File: config.mk
export PLATFORM = sky130hd
export DESIGN_NAME = tcs_top
export DESIGN_NICKNAME = d
export VERILOG_FILES = /design/src/tcs_pkg.sv /design/src/tcs_conv_if.sv /design/src/tcs_conv_timer.sv /design/src/tcs_top.sv
export SDC_FILE = /design/constraint.sdc
export NUM_CORES = 1
export LEC_CHECK = 0
export CORE_ASPECT_RATIO = 1.1
export CORE_MARGIN = 3
export CORE_UTILIZATION = 58
export CTS_BUF_LIST = sky130_fd_sc_hd__clkbuf_4 sky130_fd_sc_hd__clkbuf_8 sky130_fd_sc_hd__clkbuf_16
export CTS_CLUSTER_SIZE = 24
export DETAILED_ROUTE_END_ITERATION = 12
export DONT_BUFFER_PORTS = 1
export HOLD_SLACK_MARGIN = 0.15
export PLACE_DENSITY_LB_ADDON = 0.12
export SYNTH_ARGS = -nofsm -noshare
export SYNTH_HDL_FRONTEND = slang
export SYNTH_SLANG_ARGS = --single-unit
File: constraint.sdc
create_clock -name clk_sys_i -period 2.6 [get_ports clk_sys_i]
set_clock_uncertainty 0.2 [all_clocks]
set_input_delay 0 -clock clk_sys_i [delete_from_list [all_inputs] [get_ports clk_sys_i]]
set_output_delay 0 -clock clk_sys_i [all_outputs]
set_load 0.02 [all_outputs]
File: src/tcs_pkg.sv
/*
 * Shared constants and state types of the thermometer configuration/status block.
 * Assumes a 125 MHz system clock; conversion times are derived from it.
 */
package tcs_pkg;

	// Byte addresses of the configuration register
	localparam logic [7:0] CFG_MSB_ADDR = 8'hAC;
	localparam logic [7:0] CFG_LSB_ADDR = 8'hAD;

	// Bit positions inside the upper byte
	localparam int BIT_DONE    = 7;
	localparam int BIT_NVB     = 6;
	localparam int BIT_HI      = 5;
	localparam int BIT_LO      = 4;
	localparam int BIT_RES_HI  = 3;
	localparam int BIT_RES_LO  = 2;
	localparam int BIT_POWER_UP_CONVERT   = 1;
	localparam int BIT_ONESHOT = 0;

	// Bit positions inside the lower byte
	localparam int BIT_PO_FUNC = 7;
	localparam int BIT_PO_POL  = 6;
	localparam int BIT_ADDR_HI = 5;
	localparam int BIT_ADDR_LO = 3;
	localparam int BIT_SCR_HI  = 2;
	localparam int BIT_SCR_LO  = 0;

	// Layout of the nonvolatile image presented at power-up
	localparam int NV_RES_HI  = 7;
	localparam int NV_RES_LO  = 6;
	localparam int NV_POWER_UP_CONVERT   = 5;
	localparam int NV_ONESHOT = 4;
	localparam int NV_PO_POL  = 3;
	localparam int NV_SCR_HI  = 2;
	localparam int NV_SCR_LO  = 0;

	// Resolution codes
	localparam logic [1:0] RES_10B = 2'h0;
	localparam logic [1:0] RES_11B = 2'h1;
	localparam logic [1:0] RES_12B = 2'h2;
	localparam logic [1:0] RES_13B = 2'h3;

	// Conversion timing
	localparam int unsigned CLK_KHZ      = 125000;
	localparam int unsigned CONV_MS_10B  = 25;
	localparam int unsigned CONV_MS_11B  = 50;
	localparam int unsigned CONV_MS_12B  = 100;
	localparam int unsigned CONV_MS_13B  = 200;
	localparam int unsigned CONV_CYC_10B = CONV_MS_10B * CLK_KHZ;
	localparam int unsigned CONV_CYC_11B = CONV_MS_11B * CLK_KHZ;
	localparam int unsigned CONV_CYC_12B = CONV_MS_12B * CLK_KHZ;
	localparam int unsigned CONV_CYC_13B = CONV_MS_13B * CLK_KHZ;

	typedef enum logic {ST_IDLE, ST_CONV} tcs_conv_st_t;

	typedef struct packed {
		logic         loaded;
		tcs_conv_st_t fsm;
		logic         cont;
		logic [1:0]   res;
		logic         power_up_convert;
		logic         oneshot;
		logic         po_func;
		logic         po_pol;
		logic [2:0]   scratch;
		logic         hi_flag;
		logic         lo_flag;
		logic         nonvolatile_busy_flag;
		logic         po_active;
		logic         po_oe;
		logic [2:0]   a_s1;
		logic [2:0]   a_s2;
		logic [2:0]   a_s3;
		logic [2:0]   a_flt;
		logic         a1_prev;
		logic [7:0]   rdata;
	} tcs_state_t;

	// Factory values until the nonvolatile image is taken one cycle after release
	localparam tcs_state_t TOP_RESET = '{
		loaded: 1'h0, fsm: ST_IDLE, cont: 1'h0, res: RES_13B, power_up_convert: 1'h0,
		oneshot: 1'h0, po_func: 1'h1, po_pol: 1'h0, scratch: 3'h0,
		hi_flag: 1'h0, lo_flag: 1'h0, nonvolatile_busy_flag: 1'h0, po_active: 1'h0, po_oe: 1'h0,
		a_s1: 3'h0, a_s2: 3'h0, a_s3: 3'h0, a_flt: 3'h0, a1_prev: 1'h0,
		rdata: 8'h00};

	typedef struct packed {
		logic        busy;
		logic        done;
		logic [31:0] cnt;
		logic [31:0] len;
		logic [31:0] run;
	} tcs_tmr_state_t;

	localparam tcs_tmr_state_t TMR_RESET = '{
		busy: 1'h0, done: 1'h0, cnt: 32'h0, len: 32'h0, run: 32'h0};

endpackage

File: src/tcs_conv_if.sv
/*
 * Link between the configuration logic and the conversion timer.
 * Assumes both ends share one clock; no timing lives here.
 */
`timescale 1ns/10ps
`default_nettype none
interface tcs_conv_if;
	logic       start;
	logic [1:0] res;
	logic       busy;
	logic       done;

	modport ctrl  (output start, output res, input busy, input done);
	modport timer (input start, input res, output busy, output done);
endinterface
`default_nettype wire

File: src/tcs_conv_timer.sv
/*
 * Conversion timebase: runs for the time chosen by the resolution code,
 * then gives a one-cycle done pulse.
 * Assumes start is only raised while idle or in the cycle of done.
 */
`timescale 1ns/10ps
`default_nettype none
module tcs_conv_timer #(
	parameter int unsigned CYC_10B = tcs_pkg::CONV_CYC_10B,
	parameter int unsigned CYC_11B = tcs_pkg::CONV_CYC_11B,
	parameter int unsigned CYC_12B = tcs_pkg::CONV_CYC_12B,
	parameter int unsigned CYC_13B = tcs_pkg::CONV_CYC_13B
) (
	input  wire logic    clk_sys_i,
	input  wire logic    rst_n_i,
	tcs_conv_if.timer    tif
);
	tcs_pkg::tcs_tmr_state_t st;
	tcs_pkg::tcs_tmr_state_t next_st;
	logic [31:0]             sel;

	always_comb begin
		unique case (tif.res)
			tcs_pkg::RES_10B: sel = CYC_10B;
			tcs_pkg::RES_11B: sel = CYC_11B;
			tcs_pkg::RES_12B: sel = CYC_12B;
			tcs_pkg::RES_13B: sel = CYC_13B;
		endcase
		next_st = st;
		next_st.done = 1'h0;
		if (tif.start) begin
			next_st.busy = 1'h1;
			next_st.cnt = sel;
			next_st.len = sel;
			next_st.run = 32'h0;
		end else if (st.busy) begin
			next_st.run = st.run + 32'h1;
			if (st.cnt == 32'h1) begin
				next_st.busy = 1'h0;
				next_st.done = 1'h1;
			end else begin
				next_st.cnt = st.cnt - 32'h1;
			end
		end
	end

	always_ff @(posedge clk_sys_i) begin
		if (!rst_n_i)
			st <= tcs_pkg::TMR_RESET;
		else
			st <= next_st;
	end

	assign tif.busy = st.busy;
	assign tif.done = st.done;
endmodule // tcs_conv_timer
`default_nettype wire

File: src/tcs_top.sv
/*
 * Configuration and status register of a digital thermometer with its
 * conversion control, threshold flags and programmable open-drain output.
 * Assumes a byte register port decoded from the serial bus, command pulses
 * from the command decoder, and temperature and trip points from the same clock.
 */
`timescale 1ns/10ps
`default_nettype none
module tcs_top #(
	parameter int unsigned CONV_CYC_10B = tcs_pkg::CONV_CYC_10B,
	parameter int unsigned CONV_CYC_11B = tcs_pkg::CONV_CYC_11B,
	parameter int unsigned CONV_CYC_12B = tcs_pkg::CONV_CYC_12B,
	parameter int unsigned CONV_CYC_13B = tcs_pkg::CONV_CYC_13B
) (
	input  wire logic        clk_sys_i,
	input  wire logic        rst_n_i,
	input  wire logic [7:0]  reg_addr_i,
	input  wire logic        reg_wr_i,
	input  wire logic [7:0]  reg_wdata_i,
	output logic      [7:0]  reg_rdata_o,
	input  wire logic        cmd_start_i,
	input  wire logic        cmd_stop_i,
	input  wire logic [7:0]  nv_image_i,
	input  wire logic        nv_busy_i,
	input  wire logic [2:0]  addr_pin_i,
	input  wire logic [15:0] temp_i,
	input  wire logic [15:0] upper_trip_point_i,
	input  wire logic [15:0] lower_trip_point_i,
	output logic             programmable_output_pin_o,
	output logic             programmable_output_pin_oe_o
);
	tcs_pkg::tcs_state_t st;
	tcs_pkg::tcs_state_t next_st;
	tcs_conv_if          conv ();

	logic wr_msb;
	logic wr_lsb;
	logic trig_mode;
	logic a1_rise;
	logic pwr_start;
	logic start_req;
	logic hi_hit;
	logic lo_hit;
	logic hi_clr;
	logic lo_clr;

	tcs_conv_timer #(
		.CYC_10B (CONV_CYC_10B),
		.CYC_11B (CONV_CYC_11B),
		.CYC_12B (CONV_CYC_12B),
		.CYC_13B (CONV_CYC_13B)
	) u_timer (
		.clk_sys_i (clk_sys_i),
		.rst_n_i   (rst_n_i),
		.tif       (conv.timer)
	);

	assign wr_msb = reg_wr_i && (reg_addr_i == tcs_pkg::CFG_MSB_ADDR);
	assign wr_lsb = reg_wr_i && (reg_addr_i == tcs_pkg::CFG_LSB_ADDR);

	// Pin one becomes a trigger only in standalone single mode
	assign trig_mode = st.power_up_convert && st.oneshot;
	assign a1_rise   = st.a_flt[1] && !st.a1_prev;

	// The image is taken in the first cycle after release, so power-up start uses it directly
	assign pwr_start = !st.loaded && nv_image_i[tcs_pkg::NV_POWER_UP_CONVERT];
	assign start_req = st.loaded && (cmd_start_i || (trig_mode && a1_rise));

	assign hi_hit = $signed(temp_i) >= $signed(upper_trip_point_i);
	assign lo_hit = $signed(temp_i) <= $signed(lower_trip_point_i);
	assign hi_clr = wr_msb && !reg_wdata_i[tcs_pkg::BIT_HI];
	assign lo_clr = wr_msb && !reg_wdata_i[tcs_pkg::BIT_LO];

	// Restart on done keeps continuous conversions back to back; a stop in that cycle wins
	assign conv.start = ((st.fsm == tcs_pkg::ST_IDLE) && (pwr_start || start_req))
		|| (conv.done && st.cont && !cmd_stop_i);
	assign conv.res = st.loaded ? st.res
		: nv_image_i[tcs_pkg::NV_RES_HI:tcs_pkg::NV_RES_LO];

	always_comb begin
		next_st = st;

		// Three-stage pin synchroniser; a level counts once stages two and three agree
		next_st.a_s1 = addr_pin_i;
		next_st.a_s2 = st.a_s1;
		next_st.a_s3 = st.a_s2;
		if (st.a_s2 == st.a_s3)
			next_st.a_flt = st.a_s3;
		next_st.a1_prev = st.a_flt[1];

		next_st.nonvolatile_busy_flag = nv_busy_i;

		if (!st.loaded) begin
			next_st.loaded  = 1'h1;
			next_st.res     = nv_image_i[tcs_pkg::NV_RES_HI:tcs_pkg::NV_RES_LO];
			next_st.power_up_convert   = nv_image_i[tcs_pkg::NV_POWER_UP_CONVERT];
			next_st.oneshot = nv_image_i[tcs_pkg::NV_ONESHOT];
			next_st.po_pol  = nv_image_i[tcs_pkg::NV_PO_POL];
			next_st.scratch = nv_image_i[tcs_pkg::NV_SCR_HI:tcs_pkg::NV_SCR_LO];
			next_st.cont    = nv_image_i[tcs_pkg::NV_POWER_UP_CONVERT]
				&& !nv_image_i[tcs_pkg::NV_ONESHOT];
		end else begin
			// Done, busy and address bits have no write path
			if (wr_msb) begin
				next_st.res     = reg_wdata_i[tcs_pkg::BIT_RES_HI:tcs_pkg::BIT_RES_LO];
				next_st.power_up_convert   = reg_wdata_i[tcs_pkg::BIT_POWER_UP_CONVERT];
				next_st.oneshot = reg_wdata_i[tcs_pkg::BIT_ONESHOT];
			end
			if (wr_lsb) begin
				next_st.po_func = reg_wdata_i[tcs_pkg::BIT_PO_FUNC];
				next_st.po_pol  = reg_wdata_i[tcs_pkg::BIT_PO_POL];
				next_st.scratch = reg_wdata_i[tcs_pkg::BIT_SCR_HI:tcs_pkg::BIT_SCR_LO];
			end
		end

		unique case (st.fsm)
			tcs_pkg::ST_IDLE: begin
				if (conv.start) begin
					next_st.fsm = tcs_pkg::ST_CONV;
					if (start_req)
						next_st.cont = !st.oneshot;
				end
			end
			tcs_pkg::ST_CONV: begin
				// Mode bit is not looked at here; a cleared run flag or a stop in the done cycle ends repetition
				if (conv.done && !conv.start)
					next_st.fsm = tcs_pkg::ST_IDLE;
			end
		endcase

		// Stop lets the running conversion finish but prevents the restart
		if (cmd_stop_i)
			next_st.cont = 1'h0;

		// Set wins over a software clear in the same cycle
		next_st.hi_flag = (st.hi_flag && !hi_clr) || (conv.done && hi_hit);
		next_st.lo_flag = (st.lo_flag && !lo_clr) || (conv.done && lo_hit);

		if (conv.done) begin
			if (st.po_pol) begin
				if (hi_hit)
					next_st.po_active = 1'h1;
				else if (lo_hit)
					next_st.po_active = 1'h0;
			end else begin
				if (lo_hit)
					next_st.po_active = 1'h1;
				else if (hi_hit)
					next_st.po_active = 1'h0;
			end
		end
		// Pin is active low: enabling the driver pulls it down
		next_st.po_oe = !next_st.po_func || next_st.po_active;

		unique case (reg_addr_i)
			tcs_pkg::CFG_MSB_ADDR: next_st.rdata = {st.fsm == tcs_pkg::ST_IDLE, st.nonvolatile_busy_flag,
				st.hi_flag, st.lo_flag, st.res, st.power_up_convert, st.oneshot};
			tcs_pkg::CFG_LSB_ADDR: next_st.rdata = {st.po_func, st.po_pol,
				st.a_flt, st.scratch};
			default: next_st.rdata = 8'h00;
		endcase
	end

	always_ff @(posedge clk_sys_i) begin
		if (!rst_n_i)
			st <= tcs_pkg::TOP_RESET;
		else
			st <= next_st;
	end

	assign reg_rdata_o                  = st.rdata;
	assign programmable_output_pin_o    = 1'h0;
	assign programmable_output_pin_oe_o = st.po_oe;
endmodule // tcs_top
`default_nettype wire

# Word level (Yosys, flattened, before mapping)
# Cells that the tools add are included.
classes:
  n_eq_ne: 10
  n_addsub: 1
  bitwise: 3
  div: 0
  n_mul: 0
  mux: 28
  magnitude_cmp: 2
  n_reduce_logical: 40
  shifts: 0
op_table:
  columns: ["op", "n"]
  rows:
  - ["32-bit case mux with 4 select lines", 1]
  - ["32-bit two-way mux", 2]
  - ["38-bit two-way mux", 1]
  - ["34-bit two-way mux", 1]
  - ["32-bit by 1-bit == test with 1-bit output, second input constant", 1]
  - ["32-bit by 1-bit subtractor with 32-bit output, second input constant", 1]
  - ["1-bit logical AND", 18]
  - ["8-bit == test, second input constant", 2]
  - ["16-bit greater-or-equal comparator", 1]
  - ["16-bit <= comparator", 1]
  - ["8-bit case mux with 2 select lines", 1]
  - ["1-bit two-way mux", 13]
  - ["4-bit two-way mux", 3]
  - ["1-bit zero test", 11]
  - ["1-bit logical OR", 6]
  - ["2-bit two-way mux", 3]
  - ["5-bit two-way mux", 1]
  - ["2-bit == test, second input constant", 2]
  - ["2-bit by 1-bit != test with 1-bit output, second input constant", 2]
  - ["3-bit == test", 1]
  - ["3-bit two-way mux", 1]
  - ["1-bit inverter", 3]
  - ["3-bit OR reduction", 1]
  - ["2-bit by 1-bit == test with 1-bit output, second input constant", 1]
  - ["6 further kinds", 6]
totals:
  n_memories: 0
  mem_bits_rw: 0
  latchBits: 0
  rom_bits: 0
  elab_cells: 107
  input_bits: 81
  ff_bits: 72

# Longest topological paths before layout
# Gate-level depths: netlist of the first run.
logic_depth:
  word_depth: 13
  depth_mapped: 10
  mapped_depth_nobuf: 9

# Cells and area by module
# From an unflattened synthesis of the first run, not the netlist that was laid out.
unflattened:
  hier_cells: 524
  area_unflattened_um2: 4536.9
by_module_without_submodules:
  columns: ["mod", "instances", "cells_per_inst", "area_per_inst_um2"]
  rows:
  - ["tcs_top", 1, 280, 2441.1]
  - ["tcs_conv_timer", 1, 244, 2095.8]

# Worst setup path before layout of the first run
# No wires, ideal clock.
synth_path:
  kind: "register -> register"
  startpoint: "register u_timer.st[73] in the netlist's numbering"
  endpoint: "register u_timer.st[73] in the netlist's numbering"
  arrival_ns: 2.364
  setup_slack_ns: -0.086
  setup_time_ns: 0.122
  stages_incl_launch_ff: 8
  path_cell_list: "dfxtp_1 or4_4 or4_4 buf_6 or3_1 nand4_1 o21ai_1 a221o_1"
synth_between:
  elab_chain_cells: 4
synth_lines:
  columns: ["element", "line", "source"]
  rows:
  - ["from (decl)", "tcs_conv_timer.sv:18", "tcs_pkg::tcs_tmr_state_t st;"]
  - ["from (signal assigned)", "tcs_conv_timer.sv:49", "st <= tcs_pkg::TMR_RESET;"]
  - ["from (signal assigned)", "tcs_conv_timer.sv:51", "st <= next_st;"]
  - ["32-bit by 1-bit subtractor with 32-bit output", "tcs_conv_timer.sv:42", "next_st.cnt = st.cnt - 32'h1;"]
  - ["32-bit two-way mux", "tcs_conv_timer.sv:38", "if (st.cnt == 32'h1) begin"]
  - ["34-bit two-way mux", "tcs_conv_timer.sv:36", "end else if (st.busy) begin"]
  - ["32-bit two-way mux", "tcs_conv_timer.sv:31", "if (tif.start) begin"]
# Parallel ways exist; a longest one is shown, timed or not. The select of a mux whose other input is x is not followed.
# A chain may end at the register's enable or synchronous reset.

# Worst setup path in the final report of the first run
layout_path:
  startpoint: "register u_timer.st[92] in the netlist's numbering"
  endpoint: "register u_timer.st[73] in the netlist's numbering"
layout_between:
  elab_chain_cells: 3
layout_lines:
  columns: ["element", "line"]
  rows:
  - ["32-bit by 1-bit == test with 1-bit output", "tcs_conv_timer.sv:38"]
  - ["2-bit != test (no source line)", null]
  - ["2-bit AND reduction (no source line)", null]
# No other way between the ends.

==> impl_metrics.toml, run 1 <==
[setup_path]
cp-start-kind = "flop"
end_kind = "flop"
r2r_slack_ns = -0.13
cp_data_arrival_time_ns = 2.78
critPathRequiredTime_ns = 2.65
path_max_fanout = 6
endpoint = "u_timer.st[73]"
rr_endpoint = "u_timer.st[73]"
ff2ff_path_depth = 6
worstReg2RegStart = "u_timer.st[92]"
crit_start = "u_timer.st[92]"
crit_type = "reg2reg"

[clock_tree]
clock_path_buffers = 2
clockRootBuffer = "clkbuf_8"
clock_latency_ns = 0.37
h-tree-depth = 3
numCtsBuffers = 9
cts.sinks = 72
cts_tree = "yes"
path_clk_slew_ns = 0.08

[final_layout]
drive_above_1_share = 0.175
final_util = 0.805
diodes = 0
finalNetCount = 746
ff_latch_area_mm2 = 0.00145
nFillCells = 445
area_growth_pct = 33.8
multi_input_area_mm2 = 0.00270

[floorplan]
dieArea_mm2 = 0.00842
dieHeight_um = 95.9
start_util = 0.602
core_area_mm2 = 0.00709
rows = 32
io_pins = 91
chipWidth_um = 87.8

[power]
p_leak_nw = 2.56
power_w = 0.00321
sequentialPowerShare = 0.390
p_sw_w = 0.00105
internal_power_w = 0.00217
p_per_area_mw_per_mm2 = 563
vdd_drop_max_mv = 0.290
comb_power_share = 0.295
power_frac_clock = 0.315
switching_share = 0.326

[sta]
period_needed_ns = 2.73
setup_violations = 16
relSlewSlack = 0.529
finalCritPeriodShare = 1.05
worstMarginPinSlew_ns = 0.707
fmax_ghz = 0.367
drv_slew = 0
hold_viol_final = 0
setup_slack_ns = -0.129
rsz0062_at_grt = "yes"
whs_ns = 0.186
final.setup.tns_ns = -0.801

[global_routing]
grt-ovfl-total = 0
grt_pass1_wl_um = 20700
grt_usage = 0.312
antenna_found_initial = 0
grt_pass1_vias = 4429
grt_max_degree = 27

[synth]
synth_edf_count = 0
synth_top_area_share = 0.338
synthCells = 527
synthTopCellsByArea = "dfxtp_1 34%, ha_1 10%, nor2_1 5.5%, a21oi_1 4.1%, nand2_1 3.7%"
synth_flop_cell = "dfxtp_1"
synth_top_area_cell = "dfxtp_1"
avgSynthCellArea_um2 = 8.09
ys_ff_latch = 72
synth.distinct_cells = 54
yosysSeqAreaShare = 0.338
syn-cell-area_mm2 = 0.00426
synth-warning-count = 0
syn_nets = 642
synthArstFlopShare = 0

[placement]
io_buffers = 0
place.gp.congestion = 0.903
dp_hpwl_um = 7970
place_ws_ns = -0.0843

[drt]
dr_total_vias = 4463
wl_per_cell_um = 18.5
dr.pass1.iters = 5
route.detailed.drc = 0
final_antenna_net_count = 0
wirelength_um = 13300
vias_per_cell = 6.19
drt_iter0_drc = 426

[flow_run]
maxCapViolCount = 0

[status]
violations = "negative setup slack"
status = "finished, violations left"

[min_path]
hold_start = "temp_i[15]"
hold_path_class = "in2reg"
-- critical path, cell delays in order, from the launching register on --
cell	delay, ns
dfxtp_2	0.32
or4_4	0.54
or4_4	0.54
or3_4	0.39
nand4_1	0.25
o21ai_1	0.10
a221o_1	0.29
-- routing by layer --
metal | GRT usage | vias to the layer above | routed length, µm
met1 | 0.347 | 2030 | 4950
met5 | 0 | - | 0
met3 | 0.0813 | 81 | 1090
met4 | 0.130 | 0 | 621
li1 | - | 2063 | -
met2 | 0.558 | 289 | 6670
-- per-stage QoR --
step	area, µm²	cells
finish	5700	721
global route	5700	721
CTS	5530	718
detailed placement	4580	631
global placement	4580	631
floorplan	4270	527
-- cells in the final DEF, fill, tap and decap left out, drive strengths merged, types with 3 or more instances in the layout --
master and instances:
o21ai 23, mux2i 14, o22ai 3, a31oi 4, nand4 8, nor3b 3, xor2 9, dlygate4sd3 67
inv 42, nand3 12, nand4b 3, or2 5, or4 9, a311oi 3, ha 34, a21o 7
o211ai 4, clkbuf 10, o211a 5, nor4 9, a211oi 8, nand2b 9, and2 13, nor3 14
o31ai 5, buf 49, xnor2 11, or3 11, a22oi 3, nor2 65, nand2 43, a21oi 35
dfxtp 72
-- synthesized netlist by cell type (all sizes together) (2+ instances only) --
cell type and count:
o211a 5, nand3 12, nand2b 9, nor3b 3, a211oi 8, a31oi 4
a21o 7, o21ai 23, or4 8, nor2b 2, a311oi 3, clkbuf 14
a22oi 3, o22ai 3, xnor2 11, nor3 14, o211ai 4, nor2 64
xor2 9, nand4 8, nand4b 3, and2 13, and3 2, nor4 9
inv 41, a221o 2, mux2i 14, ha 34, buf 12, or2 5
o41ai 2, nand2 43, o31ai 5, dfxtp 72, a21oi 35, o32ai 2
or3 11
-- power by group through the flow --
stage               combinational (W)  sequential [W]  clock (W)
floorplan                    0.000515         0.00126          0
global placement             0.000712         0.00126          0
detailed placement           0.000731         0.00127          0
CTS                          0.000821         0.00124    0.00101
global route                  0.00102         0.00126    0.00107
finish                       0.000946         0.00125    0.00101
-- registers in the layout, summed over array words and instances (netlist names) --
signal	count
st	22
u_timer.tif.done	1
programmable_output_pin_oe_o	1
u_timer.st	32
u_timer.tif.busy	1
reg_rdata_o	8
next_st	7
-- how the worst min path moves through the flow --
| stage | endpoint | slack (ns) | cells past startpoint |
|---|---|---|---|
| 3_3_place_gp | st[37] | -0.17 | 0 |
| 2_1_floorplan | st[37] | -0.17 | 0 |
| 3_5_place_dp | st[37] | -0.17 | 0 |
| 4_1_cts | st[22] | 0.16 | 3 |
| 5_1_grt | st[22] | 0.21 | 3 |
| 6_report | st[22] | 0.19 | 5 |
-- cells by family (layout without fill, tap and decap cells) --
logic type,count (synthesis),after routing,share of synthesized area
xor+xnor,20,20,0.0411
fa+ha+maj,34,34,0.0998
flops,72,72,0.338
simple gates,207,209,0.249
buf+inv,68,175,0.0704
compound gates,111,111,0.168
mux,14,14,0.0329
other cells,1,1,0.000879
-- repair_timing --
action | in CTS | in global routing
gates resized for setup | 5 | 36
gates cloned | 0 | 2
setup endpoints to repair | 20 | 36
endpoints found under the hold margin | 72 | 0
pin swaps | 2 | 8
hold buffers | 68 | 0
setup buffers | 3 | 1
-- cell type report --
class | instances | share of cell area
Clock inverter | 6 | 0.0162
Inverter | 42 | 0.0276
Sequential cell | 72 | 0.254
Tap cell | 85 | 0.0186
Multi-Input combinational cell | 389 | 0.474
Clock buffer | 10 | 0.0230
Timing Repair Buffer | 117 | 0.187
No activity file was read; power rests on OpenSTA's default activity.
==> run 2, diff against run 1 <==
--- a/config.mk
+++ b/config.mk
@@ -8,8 +8,6 @@
 export CORE_ASPECT_RATIO = 1.1
 export CORE_MARGIN = 3
 export CORE_UTILIZATION = 58
-export CTS_BUF_LIST = sky130_fd_sc_hd__clkbuf_4 sky130_fd_sc_hd__clkbuf_8 sky130_fd_sc_hd__clkbuf_16
-export CTS_CLUSTER_SIZE = 24
 export DETAILED_ROUTE_END_ITERATION = 12
 export DONT_BUFFER_PORTS = 1
 export HOLD_SLACK_MARGIN = 0.15
==> run 2 against run 1 <==
Highest routed layer unchanged; sequential cell count unchanged; utilization increased by 0.94 points; the flow still finishes with violations (negative setup slack); power increased by 0.20%; critical path type unchanged; design area increased by 1.2%; register-to-register slack about the same; non-clock buffer count unchanged; critical path depth increased by 2; sequential power about the same; cell count unchanged; combinational power increased by 2%; sequential share of layout area decreased by 0.29 points; fmax decreased by 0.39%.
==> impl_metrics.toml, run 2 (synthesized netlist as in run 1, its figures left out) <==
[status]
status = "finished, violations left"
violations = "negative setup slack"

[drt]
route.detailed.drc = 0
wl_per_cell_um = 18.8
wl_met3_um = 995
vias_per_cell = 6.20
wl_met2_um = 6790
drt-met1-wl_um = 5220
wirelength_um = 13500
dr.pass1.iters = 8
final_antenna_net_count = 0
dr_total_vias = 4470
drt_iter0_drc = 403
routed.top_layer = "met4"

[flow_run]
maxCapViolCount = 0

[final_layout]
drive_above_1_share = 0.184
final_cell_mix = "68 x dfxtp_1, 67 x dlygate4sd3_1, 61 x nor2_1"
finalNetCount = 746
final_area_mm2 = 0.00577
area_growth_pct = 35.3
max_flop_register = "u_timer.st"
nFillCells = 430
diodes = 0
largest_reg_flops = 32
final_common_cell = "dfxtp_1"

[sta]
whs_ns = 0.192
hold_viol_final = 0
fmax_ghz = 0.365
finalCritPeriodShare = 1.05
relSlewSlack = 0.487
drv_slew = 0
worstMarginPinSlew_ns = 0.769
final.setup.tns_ns = -0.904
setup_violations = 16
period_needed_ns = 2.74
rsz0062_at_grt = "yes"
setup_slack_ns = -0.139

[placement]
dp_hpwl_um = 7970
place.gp.congestion = 0.903
io_buffers = 0
dpl_cell_area_mm2 = 0.00458

[clock_tree]
clock_path_buffers = 2
clock_latency_ns = 0.36
cts_tree = "yes"
numCtsBuffers = 9
clockRootBuffer = "clkbuf_8"
path_clk_slew_ns = 0.08
h-tree-depth = 3
cts.sinks = 72

[min_path]
hold_path_class = "in2reg"

[power]
power_w = 0.00322
vdd_drop_max_mv = 0.284
p_per_area_mw_per_mm2 = 557
p_leak_nw = 2.57

[global_routing]
grt-ovfl-total = 0
grt_usage = 0.309
grt_max_degree = 27
grt_pass1_wl_um = 20600
antenna_found_initial = 0
grt_pass1_vias = 4401

[setup_path]
cp_data_arrival_time_ns = 2.77
critPathSlowestCell = "or4_4"
cp_cell_sequence = "or4_4 > or4_4 > o31ai_4 > buf_6 > buf_6 > nor4_2 > xnor2_1 > a21oi_1"
rr_endpoint = "u_timer.st[83]"
ff2ff_path_depth = 8
cp-start-kind = "flop"
r2r_slack_ns = -0.14
critPathRequiredTime_ns = 2.63
worst_path_largest_cell_delay_ns = 0.57
crit_start = "u_timer.st[76]"
end_kind = "flop"
path_max_fanout = 8
cp_num_cells = 8
endpoint = "u_timer.st[83]"
crit_family = "simple AND/OR/NAND/NOR gates"
worstReg2RegStart = "u_timer.st[76]"
cp_num_buf_inv = 2
crit_type = "reg2reg"

[floorplan]
rows = 32
start_util = 0.602
chipWidth_um = 87.8
dieHeight_um = 95.9
core_area_mm2 = 0.00709
io_pins = 91
dieArea_mm2 = 0.00842
-- run 2: metrics by stage --
stage	util	setup WS, ns	instances
after floorplan	-	0.00560	527
after detailed placement	0.646	-0.0843	631
after global routing	0.814	-0.220	721
after CTS	0.779	-0.0707	718
after global placement	0.646	-0.0748	631
final	0.814	-0.139	721
-- run 2: how the worst min path moves through the flow --
stage / from / to / slack, ns / cells after the start
after global placement: rst_n_i / st[37] / -0.17 / 0
after floorplan: rst_n_i / st[37] / -0.17 / 0
after CTS: rst_n_i / st[22] / 0.16 / 3
after global routing: rst_n_i / st[22] / 0.21 / 3
final: temp_i[15] / st[22] / 0.19 / 5
after detailed placement: rst_n_i / st[37] / -0.17 / 0
-- run 2: cell type report --
cell class                 count  area (µm²)  area share
sequential                    72        1450       0.251
clock inverter                 6        92.6      0.0160
multi-input combinational    389        2770       0.480
timing repair buffer         117        1070       0.185
inverter                      42         158      0.0273
tap                           85         106      0.0184
clock buffer                  10         128      0.0221
-- run 2: worst reg2reg max path: stages, from the launching register on --
cell	delay [ns]
dfxtp_2	0.33
or4_4	0.57
or4_4	0.51
o31ai_4	0.29
buf_6	0.20
buf_6	0.12
nor4_2	0.05
xnor2_1	0.24
a21oi_1	0.11
-- run 2: power breakdown --
group | switching, W | internal, W | leakage (nW)
Sequential | 0.0000778 | 0.00118 | 0.592
Combinational | 0.000525 | 0.000440 | 1.88
Clock | 0.000449 | 0.000545 | 0.103
Total | 0.00105 | 0.00217 | 2.57
-- run 2: repair_timing --
action / 4_1_cts / 5_1_grt
hold buffers: 68 / 0
endpoints found under the hold margin: 72 / 0
pin swaps: 2 / 14
endpoints found under the setup margin: 20 / 36
gates resized for setup: 4 / 50
gates cloned: 0 / 2
buffers inserted: 3 / 1
-- run 2: routing by layer --
layer / up-vias / global-route usage
met5: - / 0
met4: 0 / 0.132
met3: 62 / 0.0745
met2: 235 / 0.548
met1: 2115 / 0.352
li1: 2058 / -
